<file path="src/evflag_pkg.sv">
/*
 * Package for the timer and capture/compare event flag block.
 * It holds the register map, the flag positions, the reset values and the carrier types.
 * It assumes a 32-bit classic Wishbone slave that is addressed by byte.
 */
`default_nettype none
package evflag_pkg;

    // These are the byte offsets of the three registers.
    localparam logic [3:0] OFF_STATUS = 4'h0;
    localparam logic [3:0] OFF_MASK   = 4'h4;
    localparam logic [3:0] OFF_MODE   = 4'h8;

    // These are the positions of the flags in the status and mask registers.
    localparam int BIT_OVF = 0;
    localparam int BIT_PRD = 1;
    localparam int BIT_CCP = 2;

    // These are the reset values.
    localparam logic [2:0] FLAGS_RST = 3'h0;
    localparam logic [2:0] MASK_RST  = 3'h0;

    // This answer is returned when a read hits no register.
    localparam logic [31:0] UNMAPPED_DATA = 32'h0000_0000;

    // These are the operating modes of the capture/compare unit.
    typedef enum logic [1:0] {
        MODE_CAPTURE,
        MODE_COMPARE,
        MODE_PWM,
        MODE_OFF
    } capcmp_mode_t;

    // This is the Wishbone request that the master drives.
    typedef struct packed {
        logic        cyc;
        logic        stb;
        logic        we;
        logic [3:0]  adr;
        logic [3:0]  sel;
        logic [31:0] dat;
    } wb_req_t;

    // These are the event pulses that come from the timers and the capture/compare logic.
    typedef struct packed {
        logic capture;
        logic compare;
        logic period_match;
        logic overflow;
    } events_t;

endpackage
`default_nettype wire

</file>
<file path="src/evflag_bits.sv">
/*
 * Sticky flag cell: a set pulse sets it and a one-cycle clear pulse clears it.
 * The set wins over a clear that arrives in the same cycle, so no event is lost.
 * It assumes that set and clear are on the same clock as the cell.
 */
`timescale 1ns/1ps
`default_nettype none
module evflag_bits #(
    parameter int WIDTH = 3
) (
    input  wire logic             clk,
    input  wire logic             rst_n,
    input  wire logic [WIDTH-1:0] set,
    input  wire logic [WIDTH-1:0] clr,
    output var  logic [WIDTH-1:0] q
);

    // This holds the whole state of the cell.
    typedef struct packed {
        logic [WIDTH-1:0] q;
    } bits_st_t;

    bits_st_t st_r;   // The registered state.
    bits_st_t st_nxt; // The next state.

    // Each bit is set by its event and cleared by its write, and the set wins.
    always_comb begin
        st_nxt = st_r;
        for (int i = 0; i < WIDTH; i++) begin
            st_nxt.q[i] = set[i] | (st_r.q[i] & ~clr[i]);
        end
    end

    // The state resets to all clear.
    always_ff @(posedge clk or negedge rst_n) begin
        if (!rst_n) begin
            st_r <= '0;
        end else begin
            st_r <= st_nxt;
        end
    end

    assign q = st_r.q;

endmodule
`default_nettype wire

</file>
<file path="src/timer_ccp_event_flags.sv">
/*
 * Event flag block for the capture/compare unit and two timers, with a Wishbone slave.
 * It assumes the event pulses are one clk_sys cycle wide and come from logic on clk_sys.
 */
// Decided for this implementation: the placing of the registers and the Wishbone interface to the registers.
`timescale 1ns/1ps
`default_nettype none
module timer_ccp_event_flags (
    input  wire logic                    clk_sys,
    input  wire logic                    rst_n,
    input  wire evflag_pkg::wb_req_t     wb_req,
    output var  logic [31:0]             wb_dat_o,
    output var  logic                    wb_ack_o,
    input  wire evflag_pkg::events_t     ev,
    output var  logic                    irq
);

    // This holds the whole state of the block.
    typedef struct packed {
        logic [31:0]              rdata;
        logic                     ack;
        logic [2:0]               mask;
        evflag_pkg::capcmp_mode_t mode;
        logic                     irq;
    } top_st_t;

    top_st_t    st_r;       // The registered state.
    top_st_t    st_nxt;     // The next state.
    logic [1:0] rst_sync_r; // The reset release synchroniser.
    logic       rst_n_int;  // The synchronised reset.
    logic [2:0] flag_set;   // The flag set pulses.
    logic [2:0] flag_clr;   // The flag clear pulses from software.
    logic [2:0] flags;      // The sticky flags.
    logic       wr_go;      // A write is accepted this cycle.
    logic       ccp_hit;    // The capture/compare event that counts.

    // The reset is asserted at once and released through two flip-flops.
    always_ff @(posedge clk_sys or negedge rst_n) begin
        if (!rst_n) begin
            rst_sync_r <= 2'h0;
        end else begin
            rst_sync_r <= {rst_sync_r[0], 1'b1};
        end
    end
    assign rst_n_int = rst_sync_r[1];

    // Only the event of the current mode may set bit 2, and PWM mode sets nothing.
    always_comb begin
        unique case (st_r.mode)
            evflag_pkg::MODE_CAPTURE: ccp_hit = ev.capture;
            evflag_pkg::MODE_COMPARE: ccp_hit = ev.compare;
            evflag_pkg::MODE_PWM:     ccp_hit = 1'b0;
            evflag_pkg::MODE_OFF:     ccp_hit = 1'b0;
        endcase
    end

    // The flag set and clear vectors.
    always_comb begin
        wr_go = wb_req.cyc & wb_req.stb & wb_req.we & ~st_r.ack;
        flag_set = 3'h0;
        flag_set[evflag_pkg::BIT_CCP] = ccp_hit;
        flag_set[evflag_pkg::BIT_PRD] = ev.period_match;
        flag_set[evflag_pkg::BIT_OVF] = ev.overflow;
        flag_clr = 3'h0;
        if (wr_go && wb_req.adr == evflag_pkg::OFF_STATUS && wb_req.sel[0]) begin
            flag_clr = wb_req.dat[2:0];
        end
    end

    // The sticky flags; the overflow bit only rises on an overflow pulse.
    evflag_bits #(
        .WIDTH (3)
    ) evflag_bits_i (
        .clk   (clk_sys),
        .rst_n (rst_n_int),
        .set   (flag_set),
        .clr   (flag_clr),
        .q     (flags)
    );

    // The bus slave answers one cycle after a request and drops ack the next cycle.
    always_comb begin
        st_nxt = st_r;
        st_nxt.ack = wb_req.cyc & wb_req.stb & ~st_r.ack;
        if (wb_req.cyc && wb_req.stb && !st_r.ack) begin
            st_nxt.rdata = evflag_pkg::UNMAPPED_DATA;
            unique case (wb_req.adr)
                evflag_pkg::OFF_STATUS: st_nxt.rdata = {29'h0, flags};
                evflag_pkg::OFF_MASK:   st_nxt.rdata = {29'h0, st_r.mask};
                evflag_pkg::OFF_MODE:   st_nxt.rdata = {30'h0, st_r.mode};
                default:                st_nxt.rdata = evflag_pkg::UNMAPPED_DATA;
            endcase
            if (wb_req.we && wb_req.sel[0]) begin
                if (wb_req.adr == evflag_pkg::OFF_MASK) begin
                    st_nxt.mask = wb_req.dat[2:0];
                end
                if (wb_req.adr == evflag_pkg::OFF_MODE) begin
                    st_nxt.mode = evflag_pkg::capcmp_mode_t'(wb_req.dat[1:0]);
                end
            end
        end
        // The interrupt follows the unmasked flags with one cycle of delay.
        st_nxt.irq = |(flags & st_r.mask);
    end

    // The state register.
    always_ff @(posedge clk_sys or negedge rst_n_int) begin
        if (!rst_n_int) begin
            st_r.rdata <= 32'h0000_0000;
            st_r.ack   <= 1'b0;
            st_r.mask  <= evflag_pkg::MASK_RST;
            st_r.mode  <= evflag_pkg::MODE_CAPTURE;
            st_r.irq   <= 1'b0;
        end else begin
            st_r <= st_nxt;
        end
    end

    assign wb_dat_o = st_r.rdata;
    assign wb_ack_o = st_r.ack;
    assign irq      = st_r.irq;
endmodule
`default_nettype wire

</file>
<file path="config.mk">
export PLATFORM = sky130hd
export DESIGN_NAME = timer_ccp_event_flags
export DESIGN_NICKNAME = d
export VERILOG_FILES = /design/src/evflag_pkg.sv /design/src/evflag_bits.sv /design/src/timer_ccp_event_flags.sv
export SDC_FILE = /design/constraint.sdc
export NUM_CORES = 1
export LEC_CHECK = 0
export BUFFER_PORTS_ARGS = -buffer_cell sky130_fd_sc_hd__buf_2
export CAP_MARGIN = 0
export CORE_UTILIZATION = 24
export CTS_BUF_LIST = sky130_fd_sc_hd__clkbuf_16
export CTS_CLUSTER_DIAMETER = 60
export DETAILED_ROUTE_END_ITERATION = 16
export PLACE_DENSITY_LB_ADDON = 0.05
export SETUP_SLACK_MARGIN = 0.15
export SLEW_MARGIN = 5
export SYNTH_ARGS = -nofsm -noshare
export SYNTH_HDL_FRONTEND = slang
export SYNTH_SLANG_ARGS = --single-unit
export TNS_END_PERCENT = 5
</file>
<file path="constraint.sdc">
create_clock -name clk_sys -period 0.8 [get_ports clk_sys]
set_clock_uncertainty 0.05 [all_clocks]
set_input_delay 0.16 -clock clk_sys [delete_from_list [all_inputs] [get_ports clk_sys]]
set_output_delay 0.16 -clock clk_sys [all_outputs]
set_load 0.02 [all_outputs]
</file>
==> qor.yml, run 1 <==
outcome:
  status: "complete, but fails checks"
  violations: "negative setup slack"
route:
  viasPerCell: 3.85
  wire_per_inst_um: 11.1
  postRouteAntennaNets: 0
  drc: 0
  num_vias: 628
  routed_wl_mm: 1.81
  drt_iter0_drc: 20
  firstDrtPassIters: 5
setup_path:
  max_stage_delay_ns: 0.37
  path_cells: "and3b_2 > nand4_1 > mux2_2"
  start_kind: "register"
  worstSetupEndpointType: "register"
  worstPathArrival_ns: 1.37
  critPathSlowestCell: "dfrtp_1"
  critPathRequiredTime_ns: 0.88
  path_class: "reg2reg"
  path_max_fanout: 4
final_layout:
  fin_util: 0.321
  drive_gt1_frac: 0.393
  area_growth_pct: 23.8
  fin_nets: 167
  antennaDiodeCount: 0
  final_cells: 163
power:
  p_clk_frac: 0.450
  p_per_area_nw_per_um2: 1960
  internal-power_mw: 1.60
  p_switching_mw: 0.580
  combPwrFrac: 0.173
  p_leak_nw: 0.572
  sw_frac_of_total: 0.267
  peakVddDrop_uv: 1410
  p_seq_frac: 0.378
yosys:
  yosysSeqAreaShare: 0.418
  synth_most_common_cell: "buf_4"
  synth_area_um2: 898
  yosys-top-cells-count: "33 x buf_4, 15 x dfrtp_1, 5 x mux2_2, 5 x nand4_1, 4 x inv_1"
  avgSynthCellArea_um2: 10.7
  async_flop_share: 1.00
  synth_cell_types: 19
  synthTopCellsByArea: "dfrtp_1 42%, buf_4 28%, mux2_2 6.3%"
  ys_warn_count: 0
  synth-edff-count: 0
  ys_ff_latch: 15
  yosysTopAreaCellShare: 0.418
  yosys.area.top_type: "dfrtp_1"
  synth_flop_cell: "dfrtp_1"
  synthCells: 84
timing:
  setup_tns_ns: -5.91
  fin_crit_sh: 1.61
  rsz0062_at_grt: "true"
  fmax_ghz: 0.779
  slew_violations: 0
  final_hold_viol_count: 0
  holdWs_ns: 0.0387
  period_needed_ns: 1.28
  setup_slack_ns: -0.484
  setup_violations: 18
die:
  io_pins: 83
  die_w_um: 63.2
  core_area_um2: 3470
  fp.dieH_um: 63.2
  initial_core_util: 0.259
  std_cell_rows: 21
  dieArea_um2: 3990
placement:
  place_inst: 158
  port_buffers: 21
  dpl.hpwl_mm: 1.42
  place_congestion: 0.749
clock_tree:
  htree_num_levels: 1
  cts_setup_buffers: 0
  path_clk_slew_ns: 0.05
  clock_latency_ns: 0.25
  numCtsBuffers: 3
  clockRootBuffer: "clkbuf_16"
  cts_buffer_depth: 2
  clock-sinks: 15
  cts_tree: "built"
global_route:
  antenna_found_initial: 0
  grt_first_pass_wirelength_mm: 2.80
  grt_pass1_vias: 552
  grt_start_max_net_pins: 14
  overflow: 0
  grt_usage: 0.100
min_path:
  hp-class: "in2reg"
flow_run:
  cap_violations: 0
-- worst max-delay path, delay by kind of cell (launching register included) --
kind / cells / cell delay (ns)
AND/OR/NAND/NOR: 2 / 0.44
flip-flops: 1 / 0.37
multiplexers: 1 / 0.31
-- cells in the final DEF (no fill, tap or decap), drive strengths merged, types with 3 or more instances in the layout --
master and n:
a222oi 3, buf 33, clkbuf 3, conb 30, dfrtp 15, inv 5, mux2 5, nand4 5
-- area by class of cell --
cell class | instances | area (um^2)
Fill cell | 380 | 2360
Sequential cell | 15 | 375
Multi-Input combinational cell | 60 | 374
Timing Repair Buffer | 34 | 211
Clock buffer | 3 | 75.1
Tap cell | 46 | 57.6
Inverter | 4 | 15.0
Clock inverter | 1 | 3.75
-- metal layers --
layer | vias up | global-route usage | wire length [um]
li1 | 296 | - | -
met1 | 293 | 0.118 | 808
met2 | 35 | 0.151 | 806
met3 | 4 | 0.0435 | 150
met4 | 0 | 0.0597 | 44
met5 | - | 0 | 0
-- through the flow --
step | total power, mW | area [um^2] | setup WS (ns)
floorplan | 1.18 | 1010 | -0.575
global placement | 1.20 | 1010 | -0.505
detailed placement | 1.20 | 1010 | -0.517
CTS | 2.21 | 1100 | -0.516
global route | 2.28 | 1110 | -0.566
finish | 2.18 | 1110 | -0.484
-- registers in the layout (all words and copies together), names as in the netlist --
signal / cells
st_r: 5
evflag_bits_i.q: 3
wb_dat_o: 3
rst_sync_r: 2
irq: 1
wb_ack_o: 1
-- power groups by stage --
stage / sequential (mW) / combinational [mW] / clock, mW
after floorplan: 0.855 / 0.322 / 0
after global placement: 0.835 / 0.366 / 0
after detailed placement: 0.835 / 0.365 / 0
after CTS: 0.822 / 0.374 / 1.01
after global routing: 0.826 / 0.409 / 1.05
final: 0.822 / 0.376 / 0.979
-- logic make-up (layout without fill, tap and decap cells) --
logic type	after synthesis	count (layout)	share of synthesized area
compound gates	9	9	0.0836
buf+inv	37	42	0.292
mux	7	7	0.0850
simple gates	14	14	0.113
flops	15	15	0.418
other cells	2	30	0.00836
-- what timing repair did --
item                                   4_1_cts  5_1_grt
gates resized for setup                      3        1
endpoints found under the hold margin        2        0
setup endpoints to repair                   18       18
hold buffers                                 1        0
pin swaps                                    2        2
-- final timing paths --
| path | cells past startpoint | from | endpoint | slack (ns) |
|---|---|---|---|---|
| setup / recovery | 3 | wb_ack_o | st_r[5] | -0.48 |
| hold / removal | 2 | ev[1] | evflag_bits_i.q[1] | 0.04 |
| setup reg to reg | 3 | wb_ack_o | st_r[5] | -0.48 |
| hold reg to reg | 1 | rst_sync_r[1] | wb_dat_o[2] | 0.12 |
| max in group asynchronous | 1 | rst_sync_r[1] | evflag_bits_i.q[0] | 0.42 |
| min in group asynchronous | 1 | rst_sync_r[1] | wb_dat_o[2] | 0.12 |
(Power assumes the default switching activity.)
==> run 2, diff against run 1 <==
--- a/config.mk
+++ b/config.mk
@@ -5,16 +5,18 @@
 export SDC_FILE = /design/constraint.sdc
 export NUM_CORES = 1
 export LEC_CHECK = 0
-export BUFFER_PORTS_ARGS = -buffer_cell sky130_fd_sc_hd__buf_2
+export BUFFER_PORTS_ARGS = -buffer_cell sky130_fd_sc_hd__buf_4
 export CAP_MARGIN = 0
 export CORE_UTILIZATION = 24
 export CTS_BUF_LIST = sky130_fd_sc_hd__clkbuf_16
 export CTS_CLUSTER_DIAMETER = 60
 export DETAILED_ROUTE_END_ITERATION = 16
 export PLACE_DENSITY_LB_ADDON = 0.05
+export REMOVE_ABC_BUFFERS = 1
 export SETUP_SLACK_MARGIN = 0.15
 export SLEW_MARGIN = 5
 export SYNTH_ARGS = -nofsm -noshare
 export SYNTH_HDL_FRONTEND = slang
+export SYNTH_HIERARCHICAL = 1
 export SYNTH_SLANG_ARGS = --single-unit
 export TNS_END_PERCENT = 5
==> qor.yml, run 2 <==
final_layout:
  top_register: "st_r"
  layout_common_cells: "30 x conb_1, 24 x buf_4, 15 x dfrtp_1"
  fin_nets: 171  # +2.4%
  area_growth_pct: 25.8
  largest_reg_flops: 5  # unchanged
  drive_gt1_frac: 0.331  # -0.0626
  antennaDiodeCount: 0  # unchanged
  final_common_cell: "conb_1"
  fin_area_um2: 1210  # +8.7%
  fin_util: 0.323  # +0.00215
placement:
  placed_area_um2: 1100  # +8.9%
  pre_cts_ws_ns: -0.803  # -0.286 ns
  place_congestion: 0.723  # -3.5%
  port_buffers: 21  # unchanged
  dpl.hpwl_mm: 1.41  # -0.97%
route:
  drc: 0  # unchanged
  num_vias: 615  # -2.1%
  drt_iter0_drc: 15  # -25%
  postRouteAntennaNets: 0  # unchanged
  routed_wl_mm: 1.75  # -3.4%
  firstDrtPassIters: 4  # -1
  wire_per_inst_um: 10.3  # -6.8%
  viasPerCell: 3.64  # -5.5%
die:
  core_area_um2: 3740  # +7.9%
  fp.dieH_um: 65.3  # +3.3%
  die_w_um: 65.3  # +3.3%
  io_pins: 83  # unchanged
  dieArea_um2: 4260  # +6.7%
  std_cell_rows: 22  # +4.8%
  initial_core_util: 0.257  # -0.00233
timing:
  fin_crit_sh: 1.98  # +0.372
  rsz0062_at_grt: "true"
  slew_violations: 0  # unchanged
  fmax_ghz: 0.632  # -19%
  setup_slack_ns: -0.782  # -0.298 ns
  setup_violations: 18  # unchanged
  period_needed_ns: 1.58  # +0.298 ns
  final_hold_viol_count: 0  # unchanged
  setup_tns_ns: -8.27  # -2.36 ns
yosys:
  synth_most_common_cell: "buf_4"
  avgSynthCellArea_um2: 10.4  # -2.3%
  synth-edff-count: 0  # unchanged
  yosysSeqAreaShare: 0.391  # -0.0272
  ys_warn_count: 6  # +6
  yosys-top-cells-count: "32 x buf_4, 15 x dfrtp_1, 7 x inv_1"
  synth_area_um2: 961  # +7.0%
  synth_cell_types: 27  # +8
  synthCells: 92  # +9.5%
  yosysTopAreaCellShare: 0.391  # -0.0272
  ys_ff_latch: 15  # unchanged
  synth_flop_cell: "dfrtp_1"
  async_flop_share: 1.00  # unchanged
  yosys.area.top_type: "dfrtp_1"
  synthTopCellsByArea: "dfrtp_1 39%, buf_4 25%, mux2_1 3.5%"
clock_tree:
  clock_latency_ns: 0.24  # about the same
  clockRootBuffer: "clkbuf_16"
  cts_tree: "built"
  numCtsBuffers: 3  # unchanged
  path_clk_slew_ns: 0.05  # about the same
  cts_buffer_depth: 2  # unchanged
  clock-sinks: 15  # unchanged
  htree_num_levels: 1  # unchanged
  cts_setup_buffers: 0  # unchanged
power:
  p_total_mw: 2.19  # +0.66%
  peakVddDrop_uv: 1030  # -27%
  p_per_area_nw_per_um2: 1810  # -7.4%
  p_leak_nw: 0.615  # +7.5%
global_route:
  grt_pass1_vias: 597  # +8.2%
  antenna_found_initial: 0  # unchanged
  grt_first_pass_wirelength_mm: 2.77  # -1.2%
  grt_usage: 0.0898  # -0.0105
  grt_start_max_net_pins: 14  # unchanged
  overflow: 0  # unchanged
outcome:
  status: "complete, but fails checks"
  violations: "negative setup slack"
setup_path:
  max_stage_delay_ns: 0.37  # about the same
  path_class: "reg2reg"
  path_max_fanout: 5  # +1
  start_kind: "register"
  path_cells: "nand3b_1 > buf_6 > nor4_4 > mux2_2"
  worstPathArrival_ns: 1.66  # +0.29 ns
  critPathRequiredTime_ns: 0.88  # about the same
  worstSetupEndpointType: "register"
  critPathSlowestCell: "dfrtp_1"
min_path:
  hp-class: "in2reg"
flow_run:
  cap_violations: 0  # unchanged
-- run 2: cell types whose count changed after synthesis, moves of 2 or more --
cell / previous run / this run
and2_1: 1 / 3
nand4_1: 5 / 0
mux2_1: 0 / 3
nor4_1: 0 / 2
inv_1: 4 / 7
mux2_2: 5 / 3
and2b_2: 2 / 0
a222oi_1: 3 / 1
-- run 2: path summary, 6_finish.rpt --
check	start	endpoint	slack [ns]	cells after the start
max	wb_ack_o	st_r[1]	-0.78	4
min	ev[1]	evflag_bits_i/q[1]	0.04	2
max reg2reg	wb_ack_o	st_r[1]	-0.78	4
min reg2reg	rst_sync_r[1]	evflag_bits_i/q[1]	0.11	1
max in group asynchronous	rst_sync_r[1]	st_r[3]	0.42	1
min in group asynchronous	rst_sync_r[1]	evflag_bits_i/q[1]	0.11	1
-- run 2: per-layer routing --
layer,part of all wire,global-route usage,vias up
met1,0.45,0.107,276
met5,0,0,-
met2,0.46,0.146,33
met4,0.0063,0.0326,0
met3,0.090,0.0347,2
li1,-,-,304
-- run 2: area by class of cell --
type | instances | area, um^2
sequential | 15 | 375
clock inverter | 1 | 3.75
clock buffer | 3 | 75.1
tap | 48 | 60.1
fill | 411 | 2530
timing repair buffer | 30 | 246
multi-input combinational | 65 | 422
inverter | 7 | 26.3
-- run 2: power breakdown --
part | switching, mW | total, mW | internal [mW] | leakage, nW
registers | 0.0276 | 0.831 | 0.803 | 0.186
clock network | 0.296 | 0.958 | 0.661 | 0.0423
logic | 0.245 | 0.402 | 0.158 | 0.387
-- run 2: what timing repair did --
| item | CTS | global route |
|---|---|---|
| hold buffers | 1 | 0 |
| gates cloned | 0 | 0 |
| endpoints found under the hold margin | 2 | 0 |
| pin swaps | 8 | 0 |
| endpoints found under the setup margin | 18 | 18 |
| gates resized for setup | 6 | 1 |
-- run 2: kinds of logic (layout without fill, tap and decap cells) --
logic type | count (synthesis) | count (layout) | share of synthesized area
multiplexers | 9 | 9 | 0.102
AND/OR/NAND/NOR | 17 | 17 | 0.142
other | 2 | 30 | 0.00782
flip-flops | 15 | 15 | 0.391
AO/OA/AOI/OAI | 9 | 9 | 0.0755
buffers and inverters | 40 | 41 | 0.283
-- run 2: critical path: cells and delay by family, from the launching register on --
family	cells	cell delay, ns
multiplexers	1	0.37
buffers and inverters	1	0.17
flip-flops	1	0.37
AND/OR/NAND/NOR	2	0.50
-- run 2: stage by stage --
step | instances | hold slack [ns]
6_report | 169 | 0.0431
5_1_grt | 169 | 0.0462
4_1_cts | 169 | 0.0414
3_5_place_dp | 164 | -0.104
3_3_place_gp | 164 | -0.107
2_1_floorplan | 87 | -0.186
